<file path="src/hw/lsdma_pkg.sv">
// Purpose: Constants shared by the link-to-SDRAM read DMA engine.
// Assumes: 32-bit data words on the link buffers, byte addressing.
// Notes:   The posted-write and status packet layout is a local simplification.
//
// Functional notes
// - Host posted writes arriving on the receive posted path load control registers.
// - Read requests are written into the transmit non-posted buffer.
// - Requests are issued back to back, many outstanding at once.
// - Engine assigns each in-flight request a unique source tag in the packet.
// - No read request crosses an aligned 64-byte boundary.
// - Response command is popped; its tag looks up the SDRAM address.
// - Each response sends the looked-up address with a write command to SDRAM.
// - Response data is read and forwarded; SDRAM controller writes it.
// - Engine runs until all requested, all returned, all written.
// - Host status read gets a read response showing completion.
package lsdma_pkg;
    // Control register indices carried in posted writes.
    localparam logic [1:0]  REG_HOST_ADDR  = 2'h0;
    localparam logic [1:0]  REG_SDRAM_ADDR = 2'h1;
    localparam logic [1:0]  REG_LENGTH     = 2'h2;
    localparam logic [1:0]  REG_START      = 2'h3;
    // Request sizing and status values.
    localparam int          BOUNDARY_BYTES = 64;
    localparam int          WORD_BYTES     = 4;
    localparam logic [31:0] STATUS_DONE    = 32'h0000_0001;
    localparam logic [31:0] STATUS_BUSY    = 32'h0000_0000;
    // Engine state.
    typedef enum logic [1:0] {
        ST_IDLE = 2'b00,
        ST_RUN  = 2'b01,
        ST_DONE = 2'b10
    } lsdma_state_t;
endpackage
</file>
<file path="src/hw/lsdma_engine.sv">
// Purpose: Read DMA that fetches host memory over the link and writes it to SDRAM.
// Assumes: Link buffers present word-wide valid/ready streams from the core clock domain.
// Notes:   Response data passes through a 16-word FIFO before the SDRAM controller.
`timescale 1ns/1ns
module lsdma_engine
    import lsdma_pkg::*;
#(
    parameter int TAG_BITS = 5,
    parameter int FIFO_DEPTH = 16
) (
    // Clock, reset, enable
    input  wire logic        sys_clk,
    input  wire logic        arst_n,
    input  wire logic        clk_en,
    // Receive posted path: control register writes
    input  wire logic        post_valid,
    output logic             post_ready,
    input  wire logic [1:0]  post_reg,
    input  wire logic [31:0] post_data,
    // Receive non-posted path: status reads
    input  wire logic        npr_valid,
    output logic             npr_ready,
    input  wire logic [TAG_BITS-1:0] npr_tag,
    // Transmit response buffer: status answers
    output logic             txr_valid,
    input  wire logic        txr_ready,
    output logic [TAG_BITS-1:0] txr_tag,
    output logic [31:0]      txr_data,
    // Transmit non-posted buffer: read requests
    output logic             req_valid,
    input  wire logic        req_ready,
    output logic [31:0]      req_addr,
    output logic [3:0]       req_words,
    output logic [TAG_BITS-1:0] req_tag,
    // Receive response buffer: command then data words
    input  wire logic        rsp_valid,
    output logic             rsp_ready,
    input  wire logic        rsp_is_cmd,
    input  wire logic [TAG_BITS-1:0] rsp_tag,
    input  wire logic [31:0] rsp_data,
    // SDRAM controller
    output logic             sd_cmd_valid,
    input  wire logic        sd_cmd_ready,
    output logic [31:0]      sd_cmd_addr,
    output logic [3:0]       sd_cmd_words,
    output logic             sd_data_valid,
    input  wire logic        sd_data_ready,
    output logic [31:0]      sd_data,
    input  wire logic        sd_written,
    // Status
    output logic             busy
);
    localparam int NTAG = 1 << TAG_BITS;
    localparam int BWORDS = BOUNDARY_BYTES / WORD_BYTES;
    initial begin
        if (TAG_BITS < 1 || TAG_BITS > 5) $error("lsdma_engine: TAG_BITS must be 1..5");
    end

    // ----------------------------------------------------------------
    // Control registers
    // ----------------------------------------------------------------
    lsdma_state_t state;
    logic [31:0]  host_addr;
    logic [31:0]  sd_base;
    logic [31:0]  len_words;
    logic [31:0]  left_req;
    logic [31:0]  left_wr;
    logic [31:0]  req_host;
    logic [31:0]  req_sd;

    assign post_ready = 1'b1;
    wire post_take = post_valid && clk_en;
    wire start_cmd = post_take && post_reg == REG_START && state != ST_RUN;

    // ----------------------------------------------------------------
    // Tag table
    // ----------------------------------------------------------------
    logic [NTAG-1:0] tag_busy;
    logic [31:0]     tag_addr [NTAG];
    logic [3:0]      tag_len  [NTAG];
    logic [TAG_BITS-1:0] free_tag;
    logic                any_free;
    always_comb begin
        free_tag = '0;
        any_free = 1'b0;
        for (int i = NTAG - 1; i >= 0; i--) begin
            if (!tag_busy[i]) begin
                free_tag = TAG_BITS'(i);
                any_free = 1'b1;
            end
        end
    end

    // Split at the aligned boundary: words left to the boundary, capped by remaining.
    wire [31:0] to_bnd = 32'(BWORDS) - {28'h0, req_host[5:2]};
    wire [31:0] chunk  = (left_req < to_bnd) ? left_req : to_bnd;
    wire        can_issue = state == ST_RUN && left_req != '0 && any_free
                            && (!req_valid || req_ready);

    // ----------------------------------------------------------------
    // Response handling
    // ----------------------------------------------------------------
    logic                in_pkt;
    logic [TAG_BITS-1:0] cur_tag;
    logic [3:0]          cur_left;
    logic                f_in_ready;
    wire cmd_slot = !sd_cmd_valid || sd_cmd_ready;
    assign rsp_ready = clk_en && (rsp_is_cmd ? (!in_pkt && cmd_slot) : (in_pkt && f_in_ready));
    wire rsp_cmd_take  = rsp_valid && rsp_ready && rsp_is_cmd;
    wire rsp_data_take = rsp_valid && rsp_ready && !rsp_is_cmd;
    wire last_word     = rsp_data_take && cur_left == 4'h1;
    wire f_out_valid;
    wire [31:0] f_out_data;
    wire drain = !sd_data_valid || sd_data_ready;

    lsdma_fifo #(.WIDTH(32), .DEPTH(FIFO_DEPTH)) u_fifo (
        .sys_clk   (sys_clk),
        .arst_n    (arst_n),
        .clk_en    (clk_en),
        .in_valid  (rsp_data_take),
        .in_ready  (f_in_ready),
        .in_data   (rsp_data),
        .out_valid (f_out_valid),
        .out_ready (drain),
        .out_data  (f_out_data)
    );

    wire all_done = left_req == '0 && tag_busy == '0 && left_wr == '0;

    // ----------------------------------------------------------------
    // Sequencing
    // ----------------------------------------------------------------
    always_ff @(posedge sys_clk or negedge arst_n) begin
        if (!arst_n) begin
            state <= ST_IDLE;
            host_addr <= '0;
            sd_base <= '0;
            len_words <= '0;
            left_req <= '0;
            left_wr <= '0;
            req_host <= '0;
            req_sd <= '0;
            req_valid <= 1'b0;
            req_addr <= '0;
            req_words <= '0;
            req_tag <= '0;
            tag_busy <= '0;
            in_pkt <= 1'b0;
            cur_tag <= '0;
            cur_left <= '0;
            sd_cmd_valid <= 1'b0;
            sd_cmd_addr <= '0;
            sd_cmd_words <= '0;
            sd_data_valid <= 1'b0;
            sd_data <= '0;
            busy <= 1'b0;
        end else if (clk_en) begin
            if (post_take && post_reg == REG_HOST_ADDR) host_addr <= post_data;
            if (post_take && post_reg == REG_SDRAM_ADDR) sd_base <= post_data;
            if (post_take && post_reg == REG_LENGTH) len_words <= post_data;
            if (start_cmd) begin
                state <= ST_RUN;
                left_req <= len_words;
                left_wr <= len_words;
                req_host <= {host_addr[31:2], 2'b00};
                req_sd <= sd_base;
            end else if (state == ST_RUN && all_done) begin
                state <= ST_DONE;
            end
            busy <= start_cmd || (state == ST_RUN && !all_done);
            if (req_valid && req_ready) req_valid <= 1'b0;
            if (can_issue) begin
                req_valid <= 1'b1;
                req_addr <= req_host;
                req_words <= chunk[3:0];
                req_tag <= free_tag;
                tag_addr[free_tag] <= req_sd;
                tag_len[free_tag] <= chunk[3:0];
                req_host <= req_host + (chunk << 2);
                req_sd <= req_sd + (chunk << 2);
                left_req <= left_req - chunk;
            end
            if (sd_cmd_valid && sd_cmd_ready) sd_cmd_valid <= 1'b0;
            if (rsp_cmd_take) begin
                in_pkt <= 1'b1;
                cur_tag <= rsp_tag;
                cur_left <= tag_len[rsp_tag];
                sd_cmd_valid <= 1'b1;
                sd_cmd_addr <= tag_addr[rsp_tag];
                sd_cmd_words <= tag_len[rsp_tag];
            end
            if (rsp_data_take) cur_left <= cur_left - 4'h1;
            if (last_word) in_pkt <= 1'b0;
            for (int i = 0; i < NTAG; i++) begin
                if (can_issue && free_tag == TAG_BITS'(i)) tag_busy[i] <= 1'b1;
                else if (last_word && cur_tag == TAG_BITS'(i)) tag_busy[i] <= 1'b0;
            end
            if (drain) begin
                sd_data_valid <= f_out_valid;
                sd_data <= f_out_data;
            end
            if (sd_written && left_wr != '0) left_wr <= left_wr - 32'h1;
        end
    end

    // ----------------------------------------------------------------
    // Status reads
    // ----------------------------------------------------------------
    assign npr_ready = clk_en && (!txr_valid || txr_ready);
    always_ff @(posedge sys_clk or negedge arst_n) begin
        if (!arst_n) begin
            txr_valid <= 1'b0;
            txr_tag <= '0;
            txr_data <= '0;
        end else if (clk_en) begin
            if (txr_valid && txr_ready) txr_valid <= 1'b0;
            if (npr_valid && npr_ready) begin
                txr_valid <= 1'b1;
                txr_tag <= npr_tag;
                txr_data <= (state == ST_DONE) ? STATUS_DONE : STATUS_BUSY;
            end
        end
    end
endmodule

</file>
<file path="src/hw/lsdma_fifo.sv">
// Purpose: Flip-flop FIFO with valid/ready on both sides.
// Assumes: Depth is a power of two.
// Notes:   Full and empty come from a count, so no slot is wasted.
`timescale 1ns/1ns
module lsdma_fifo #(
    parameter int WIDTH = 32,
    parameter int DEPTH = 16
) (
    // Clock and reset
    input  wire logic             sys_clk,
    input  wire logic             arst_n,
    input  wire logic             clk_en,
    // Fill side
    input  wire logic             in_valid,
    output logic                  in_ready,
    input  wire logic [WIDTH-1:0] in_data,
    // Drain side
    output logic                  out_valid,
    input  wire logic             out_ready,
    output logic [WIDTH-1:0]      out_data
);
    localparam int AW = $clog2(DEPTH);
    initial begin
        if (DEPTH < 2 || (1 << AW) != DEPTH) $error("lsdma_fifo: DEPTH must be a power of two");
    end
    logic [WIDTH-1:0] mem [DEPTH];
    logic [AW-1:0]    wr_ptr;
    logic [AW-1:0]    rd_ptr;
    logic [AW:0]      count;
    wire              push = in_valid && in_ready;
    wire              pop  = out_valid && out_ready;

    assign in_ready  = (count != (AW+1)'(DEPTH));
    assign out_valid = (count != '0);
    assign out_data  = mem[rd_ptr];

    always_ff @(posedge sys_clk or negedge arst_n) begin
        if (!arst_n) begin
            wr_ptr <= '0;
            rd_ptr <= '0;
            count  <= '0;
        end else if (clk_en) begin
            if (push) wr_ptr <= wr_ptr + 1'b1;
            if (pop) rd_ptr <= rd_ptr + 1'b1;
            count <= count + (AW+1)'(push) - (AW+1)'(pop);
        end
    end

    always_ff @(posedge sys_clk) begin
        if (clk_en && push) mem[wr_ptr] <= in_data;
    end
endmodule

</file>
<file path="config.mk">
export PLATFORM = sky130hd
export DESIGN_NAME = lsdma_engine
export DESIGN_NICKNAME = d
export VERILOG_FILES = /design/src/hw/lsdma_pkg.sv /design/src/hw/lsdma_engine.sv /design/src/hw/lsdma_fifo.sv
export SDC_FILE = /design/constraint.sdc
export NUM_CORES = 2
export LEC_CHECK = 0
export ABC_AREA = 1
export BUFFER_PORTS_ARGS = -buffer_cell sky130_fd_sc_hd__buf_2
export CORE_MARGIN = 2
export CORE_UTILIZATION = 24
export CTS_BUF_LIST = sky130_fd_sc_hd__clkbuf_4 sky130_fd_sc_hd__clkbuf_8 sky130_fd_sc_hd__clkbuf_16
export CTS_CLUSTER_DIAMETER = 60
export DETAILED_ROUTE_END_ITERATION = 16
export MAX_ROUTING_LAYER = met4
export PLACE_DENSITY = 0.44
export REMOVE_ABC_BUFFERS = 1
export SLEW_MARGIN = 40
export SYNTH_ARGS = -nofsm -noshare
export SYNTH_HDL_FRONTEND = slang
export SYNTH_SLANG_ARGS = --single-unit
</file>
<file path="constraint.sdc">
create_clock -name sys_clk -period 7.1 [get_ports sys_clk]
set_input_delay 0 -clock sys_clk [delete_from_list [all_inputs] [get_ports sys_clk]]
set_output_delay 0 -clock sys_clk [all_outputs]
set_load 0.01 [all_outputs]
</file>
### Word-level counts from Yosys, hierarchy flattened

Memories as Yosys holds them, arrays and structs flattened. A register that Yosys moved wholly into a read port is not among the register bits.
Cells that the tools add are included.

* register bits: 368
* bits in writable memories: 1664
* input bits: 88
* output and inout port bits: 154
* logic and storage cells: 502
* memories kept: 3

Memories
* tag_addr: depth 32, bits a word 32, read ports 1, clocked after Yosys merged registers in 1, write ports 1, line lsdma_engine.sv:79 `logic [31:0] tag_addr [NTAG];`
* u_fifo.mem: depth 16, bits a word 32, read ports 1, clocked after Yosys merged registers in 1, write ports 1, line lsdma_fifo.sv:26 `logic [WIDTH-1:0] mem [DEPTH];`
* tag_len: depth 32, bits a word 4, read ports 1, clocked after Yosys merged registers in 0, write ports 1, line lsdma_engine.sv:80 `logic [3:0] tag_len [NTAG];`

* add/subtract/negate cells: 10
* order comparisons: 1
* equality and inequality tests: 70
* muxes and demuxes: 155
* reduce and logical (&&, ||, !) cells: 206

Operator list (number)
* 32-bit two-way mux: 8
* 5-bit equality test, second input constant: 32
* 5-bit two-way mux: 32
* 1-bit two-way mux: 111
* 2-bit AND reduction: 49
* 32-bit zero test: 3
* 1-bit logical AND: 94
* 5-bit by 4-bit equality test with 1-bit output, second input constant: 16
* 2-bit nonzero test: 40
* 32-bit adder: 2
* 32-bit nonzero test: 2
* 5-bit by 3-bit equality test with 1-bit output, second input constant: 8
* 32-bit < comparator: 1
* 32-bit by 1-bit subtractor with 32-bit output, second input constant: 1
* 32-bit subtractor: 1
* 5-bit by 2-bit equality test with 1-bit output, second input constant: 4
* 5-bit by 1-bit equality test with 1-bit output, second input constant: 2
* 5-bit zero test: 2
* 1-bit zero test: 9
* 4-bit by 1-bit adder with 4-bit output, second input constant: 2
* 4-bit two-way mux: 2
* 2-bit equality test, second input constant: 3
* 5-bit by 4-bit subtractor with 6-bit output, first input constant: 1
* 5-bit by 1-bit adder with 5-bit output: 1
* 10 further kinds: 16

### Longest topological paths before layout

* depth after elaboration: 38
* depth in mapped cells: 35
* gate-level depth less buffers: 35

### By module

Synthesis repeated with hierarchy kept, for this count alone.

* cell total of the unflattened synthesis: 7822
* area total of the unflattened synthesis: 87370.0 µm²

By module, submodules not included
* lsdma_engine: times used 1, cells each 5699, area each 65001.1 µm²
* lsdma_fifo: times used 1, cells each 2123, area each 22369.0 µm²

### Least setup slack after synthesis

Ideal clock, no wire load.

* path type: register to register
* from: register req_host[3]
* to: register left_req[31]
* library setup time: 0.120 ns
* arrival: 6.328 ns
* required time: 6.980 ns
* setup slack: 0.651 ns
* stages on the path, launching flop included: 35
* path buffers: 0
* clock period less this slack: 6.449 ns
* cells stage by stage: dfrtp_1 inv_1 ha_1 inv_1 ha_1 a21boi_0 o211ai_1 nand2_1 a2111oi_0 nand3_1 o21ai_0 inv_1 ha_1 nand3_1 nand2_1 nand2_1 nor2_1 a211oi_2 nand2_1 nor2_2 nand2_2 nor3_4 nand3_2 nor2_4 inv_2 nor2_4 nand2_2 nor2_4 inv_2 nor2_4 nand4_2 nor2_2 xor2_1 o21ai_1 nand2_1

* longest elaborated chain between the ends: 5

Ends and longest elaborated chain
* start, declared: line lsdma_engine.sv:68 `logic [31:0] req_host;`
* start signal, assigned: line lsdma_engine.sv:165 `req_host <= {host_addr[31:2], 2'b00};`
* start signal, assigned: line lsdma_engine.sv:179 `req_host <= req_host + (chunk << 2);`
* 5-bit by 4-bit subtractor with 6-bit output (*): line lsdma_engine.sv:95 `wire [31:0] to_bnd = 32'(BWORDS) - {28'h0, req_host[5:2]};`
* 32-bit < comparator: line lsdma_engine.sv:96 `wire [31:0] chunk = (left_req < to_bnd) ? left_req : to_bnd;`
* 32-bit two-way mux (*): line lsdma_engine.sv:96
* net chunk[1]: line lsdma_engine.sv:96
* 32-bit subtractor (*): line lsdma_engine.sv:181 `left_req <= left_req - chunk;`
* 32-bit two-way mux (*): line lsdma_engine.sv:172 `if (can_issue) begin`
* end signal, assigned: line lsdma_engine.sv:163 `left_req <= len_words;`
* end signal, assigned: line lsdma_engine.sv:181
* end, declared: line lsdma_engine.sv:66 `logic [31:0] left_req;`

Mark *: on every way through the listed nets, which the timed path passes. The rest lies on a longest branch.
A chain may end at the register's enable or synchronous reset.

### Worst setup path after layout

Same ends and word-level chain as after synthesis.

==> impl_metrics.tcl <==
set metrics [dict create \
    ys_seq_area_frac 0.7040 \
    drt-wirelength-per-cell_um 22.88 \
    antenna_found_initial 22 \
    reg2reg_from "req_host[3]$_DFFE_PN0P_" \
    dieArea_mm2 0.3590 \
    worstSetupPathDepth 36 \
    clk_pin_slew_ns 0.06 \
    slowest_delay_ns 0.42 \
    largest_reg_flops 1024 \
    maxCapViolCount 0 \
    async_flop_share 0.1918 \
    post_cts_buffers 0 \
    regMostFlops "tag_addr" \
    path_buf_inv 6 \
    power_leakage_nw 35.84 \
    synth-main-ff-cell "edfxtp_1" \
    cts_buffers 265 \
    ys_ff_latch 2059 \
    status "finished clean" \
    fin_cells 12530 \
    fmaxAchievable_mhz 168.3 \
    cts_root_buffer "clkbuf_16" \
    critPathMostFrequentCell "nand2_1" \
    synth_most_common_cell "edfxtp_1" \
    crit_family "simple AND/OR/NAND/NOR gates" \
    setup_viol 0 \
    crit_end "left_req[31]$_DFFE_PN0P_" \
    cts.repair.resized 0 \
    grt.overflow.total 0 \
    clock_latency_ns 0.90 \
    slowest_stage "dfrtp_1" \
    drt_pass1_iterations 5 \
    worstRegToRegCells 36 \
    yosysUniqueCellTypes 52 \
    route.detailed.drc 0 \
    synth-edff-count 1664 \
    yosysTopAreaCellShare 0.5878 \
    drt-total-wl_mm 286.7 \
    tightestPinTransition_ns 0.8827 \
    post-route-min-period_ns 5.942 \
    pin_count 242 \
    yosys_warnings 0 \
    dieWidth_um 599.2 \
    h-tree-depth 5 \
    syn_area_per_cell_um2 11.78 \
    min_path_type "in2reg" \
    syn_area_mm2 0.08502 \
    avgViaCountPerCell 4.740 \
    netlist_instances 7214 \
    cts_tree "done" \
    maxSlewViolCount 0 \
    grt_pass1_wl_mm 411.8 \
    critPathRequiredTime_ns 7.92 \
    ys_top_cells_by_count "edfxtp_1 (1,664), o21ai_0 (1,365), nor2_1 (1,286), nand2_1 (526), clkbuf_1 (444)" \
    reg_top3 "tag_addr x1024, u_fifo.mem x512, tag_len x128" \
    cp.arrival_ns 6.76 \
    rows 218 \
    io_buffers 207 \
    synthToLayoutAreaGrowth_pct 20.74 \
    clock-sinks 2059 \
    dpl.cell_count 11900 \
    fin_skew_ns 0.09832 \
    synth_largest_area_cell "edfxtp_1" \
    min_period_over_period 0.8369 \
    fin_nets 7751 \
    end_kind "flip-flop" \
    peakVddDrop_mv 0.2810 \
    startpoint "req_host[3]$_DFFE_PN0P_" \
    grt_max_degree 191 \
    crit_path_start_kind "flip-flop" \
    finalWeightedCongestion 0.8264 \
    utilization 0.2911 \
    hold_violations 0 \
    multi_input_area_mm2 0.02290 \
    crit_type "reg2reg" \
    start_util 0.2411 \
    core_mm2 0.3527 \
    grtUsageTotal 0.1596 \
    first_iter_violations 5359 \
    synth_area_leaders "edfxtp_1 (59%), dfrtp_1 (12%), o21ai_0 (8.0%)" \
    drive_gt1_frac 0.1226 \
    slew_headroom 0.4101 \
    seq_area_mm2 0.05988 \
    crit_fanout 35 \
    antenna_left 0 \
    reg2reg_setup_slack_ns 1.16 \
    die_height_um 599.2 \
    fillerInstances 35900 \
    r2r-end "left_req[31]$_DFFE_PN0P_" \
    clockBufferDepth 4 \
    hpwl_mm 157.3 \
    grt_pass1_vias 58040 \
    vias 59380 \
    rsz0062_at_grt "no" \
    cellPowerDensity_mw_per_mm2 364.7 \
]
[power by group]
group	leakage [nW]	internal (W)	total (W)	switching, W
sequential	19.9	0.0148	0.0160	0.00113
clock	4.36	0.00812	0.0135	0.00541
combinational	11.5	0.00244	0.00796	0.00552
[worst reg2reg max path: cells and delay by family, from the launching register on]
family | cells | cell delay [ns]
AOI/OAI and AO/OA | 7 | 1.27
buffers and inverters | 6 | 0.71
xor gates and xnor gates | 1 | 0.15
and+or+nand+nor | 19 | 2.44
adders and majority gates | 3 | 0.94
DFF | 1 | 0.42
[cells in the final DEF, fill, tap and decap left out, types with 12 or more instances in the layout]
master and n:
edfxtp_1 1664, o21ai_0 1363, nor2_1 1252, nand2_1 524, dfrtp_1 377, o22ai_1 353, clkbuf_16 269, inv_1 233
buf_2 202, nand3_1 151, o221ai_1 149, a21oi_1 134, dlygate4sd3_1 133, buf_4 127, ha_1 83, conb_1 82
xor2_1 63, clkbuf_4 63, a31oi_1 56, nand4_1 47, nor2_4 38, clkinv_2 35, o21ai_1 29, clkinv_1 24
o211ai_1 22, nor3_2 21, clkbuf_8 19, bufinv_16 18, clkinvlp_4 18, xnor2_1 17, buf_6 17, diode_2 15
inv_6 15, dfrtp_2 14, nor3_1 13, nor4_1 12, inv_2 12
[stage by stage]
step                power, W  instance area [um^2]  setup slack [ns]  hold WS, ns  TNS, ns
CTS                  0.03776                102500             1.118    0.0001452        0
global route         0.03931                102600            0.4232      0.04776        0
floorplan            0.02055                 83340            -2.832      -0.2956   -94.71
global placement     0.02388                 91970             1.174     -0.07359        0
detailed placement   0.02404                 92320             1.126     -0.06962        0
finish               0.03744                102700             1.158      0.06067        0
[final cells by class]
cell class | instances | share of cell area
Inverter | 256 | 0.009836
Multi-Input combinational cell | 4487 | 0.2231
Clock inverter | 125 | 0.01330
Antenna cell | 15 | 0.0003657
Tap cell | 4730 | 0.05765
Sequential cell | 2059 | 0.5834
Timing Repair Buffer | 507 | 0.03978
Clock buffer | 350 | 0.07260
[kinds of logic (layout without fill, tap and decap cells)]
| kind of cell | count (synthesis) | in the layout | synth area share |
|---|---|---|---|
| DFF | 2059 | 2059 | 0.7040 |
| and+or+nand+nor | 2084 | 2084 | 0.09815 |
| AOI/OAI and AO/OA | 2154 | 2154 | 0.1418 |
| xor gates and xnor gates | 80 | 80 | 0.008242 |
| adders and majority gates | 87 | 87 | 0.01316 |
| buffers and inverters | 748 | 1238 | 0.03454 |
| other | 2 | 97 | 0.00008834 |
[worst min path at each step]
stage	start	endpoint	slack, ns	cells past startpoint
final	rsp_data[12]	u_fifo.mem[7][12]$_DFFE_PP_	0.06	2
after CTS	rsp_data[12]	u_fifo.mem[7][12]$_DFFE_PP_	0.0001	2
after global routing	rsp_data[7]	u_fifo.mem[0][7]$_DFFE_PP_	0.05	2
after floorplan	arst_n	busy$_DFFE_PN0P_	-0.30	0
after detailed placement	arst_n	sd_data[8]$_DFFE_PN0P_	-0.07	1
after global placement	arst_n	sd_data[8]$_DFFE_PN0P_	-0.07	1
[what timing repair did]
| action | 4_1_cts | 5_1_grt |
|---|---|---|
| endpoints found under the setup margin | 0 | 0 |
| endpoints found under the hold margin | 837 | 0 |
| hold buffers | 134 | 0 |
[per-layer routing]
metal / vias to the layer above / global-route usage / share of wire
li1: 27000 / - / -
met1: 30300 / 0.2078 / 0.44
met2: 1678 / 0.2619 / 0.48
met3: 410 / 0.02079 / 0.052
met4: 0 / 0.04172 / 0.026
met5: - / - / 0
Note: power is estimated with default switching activity, not from simulation.
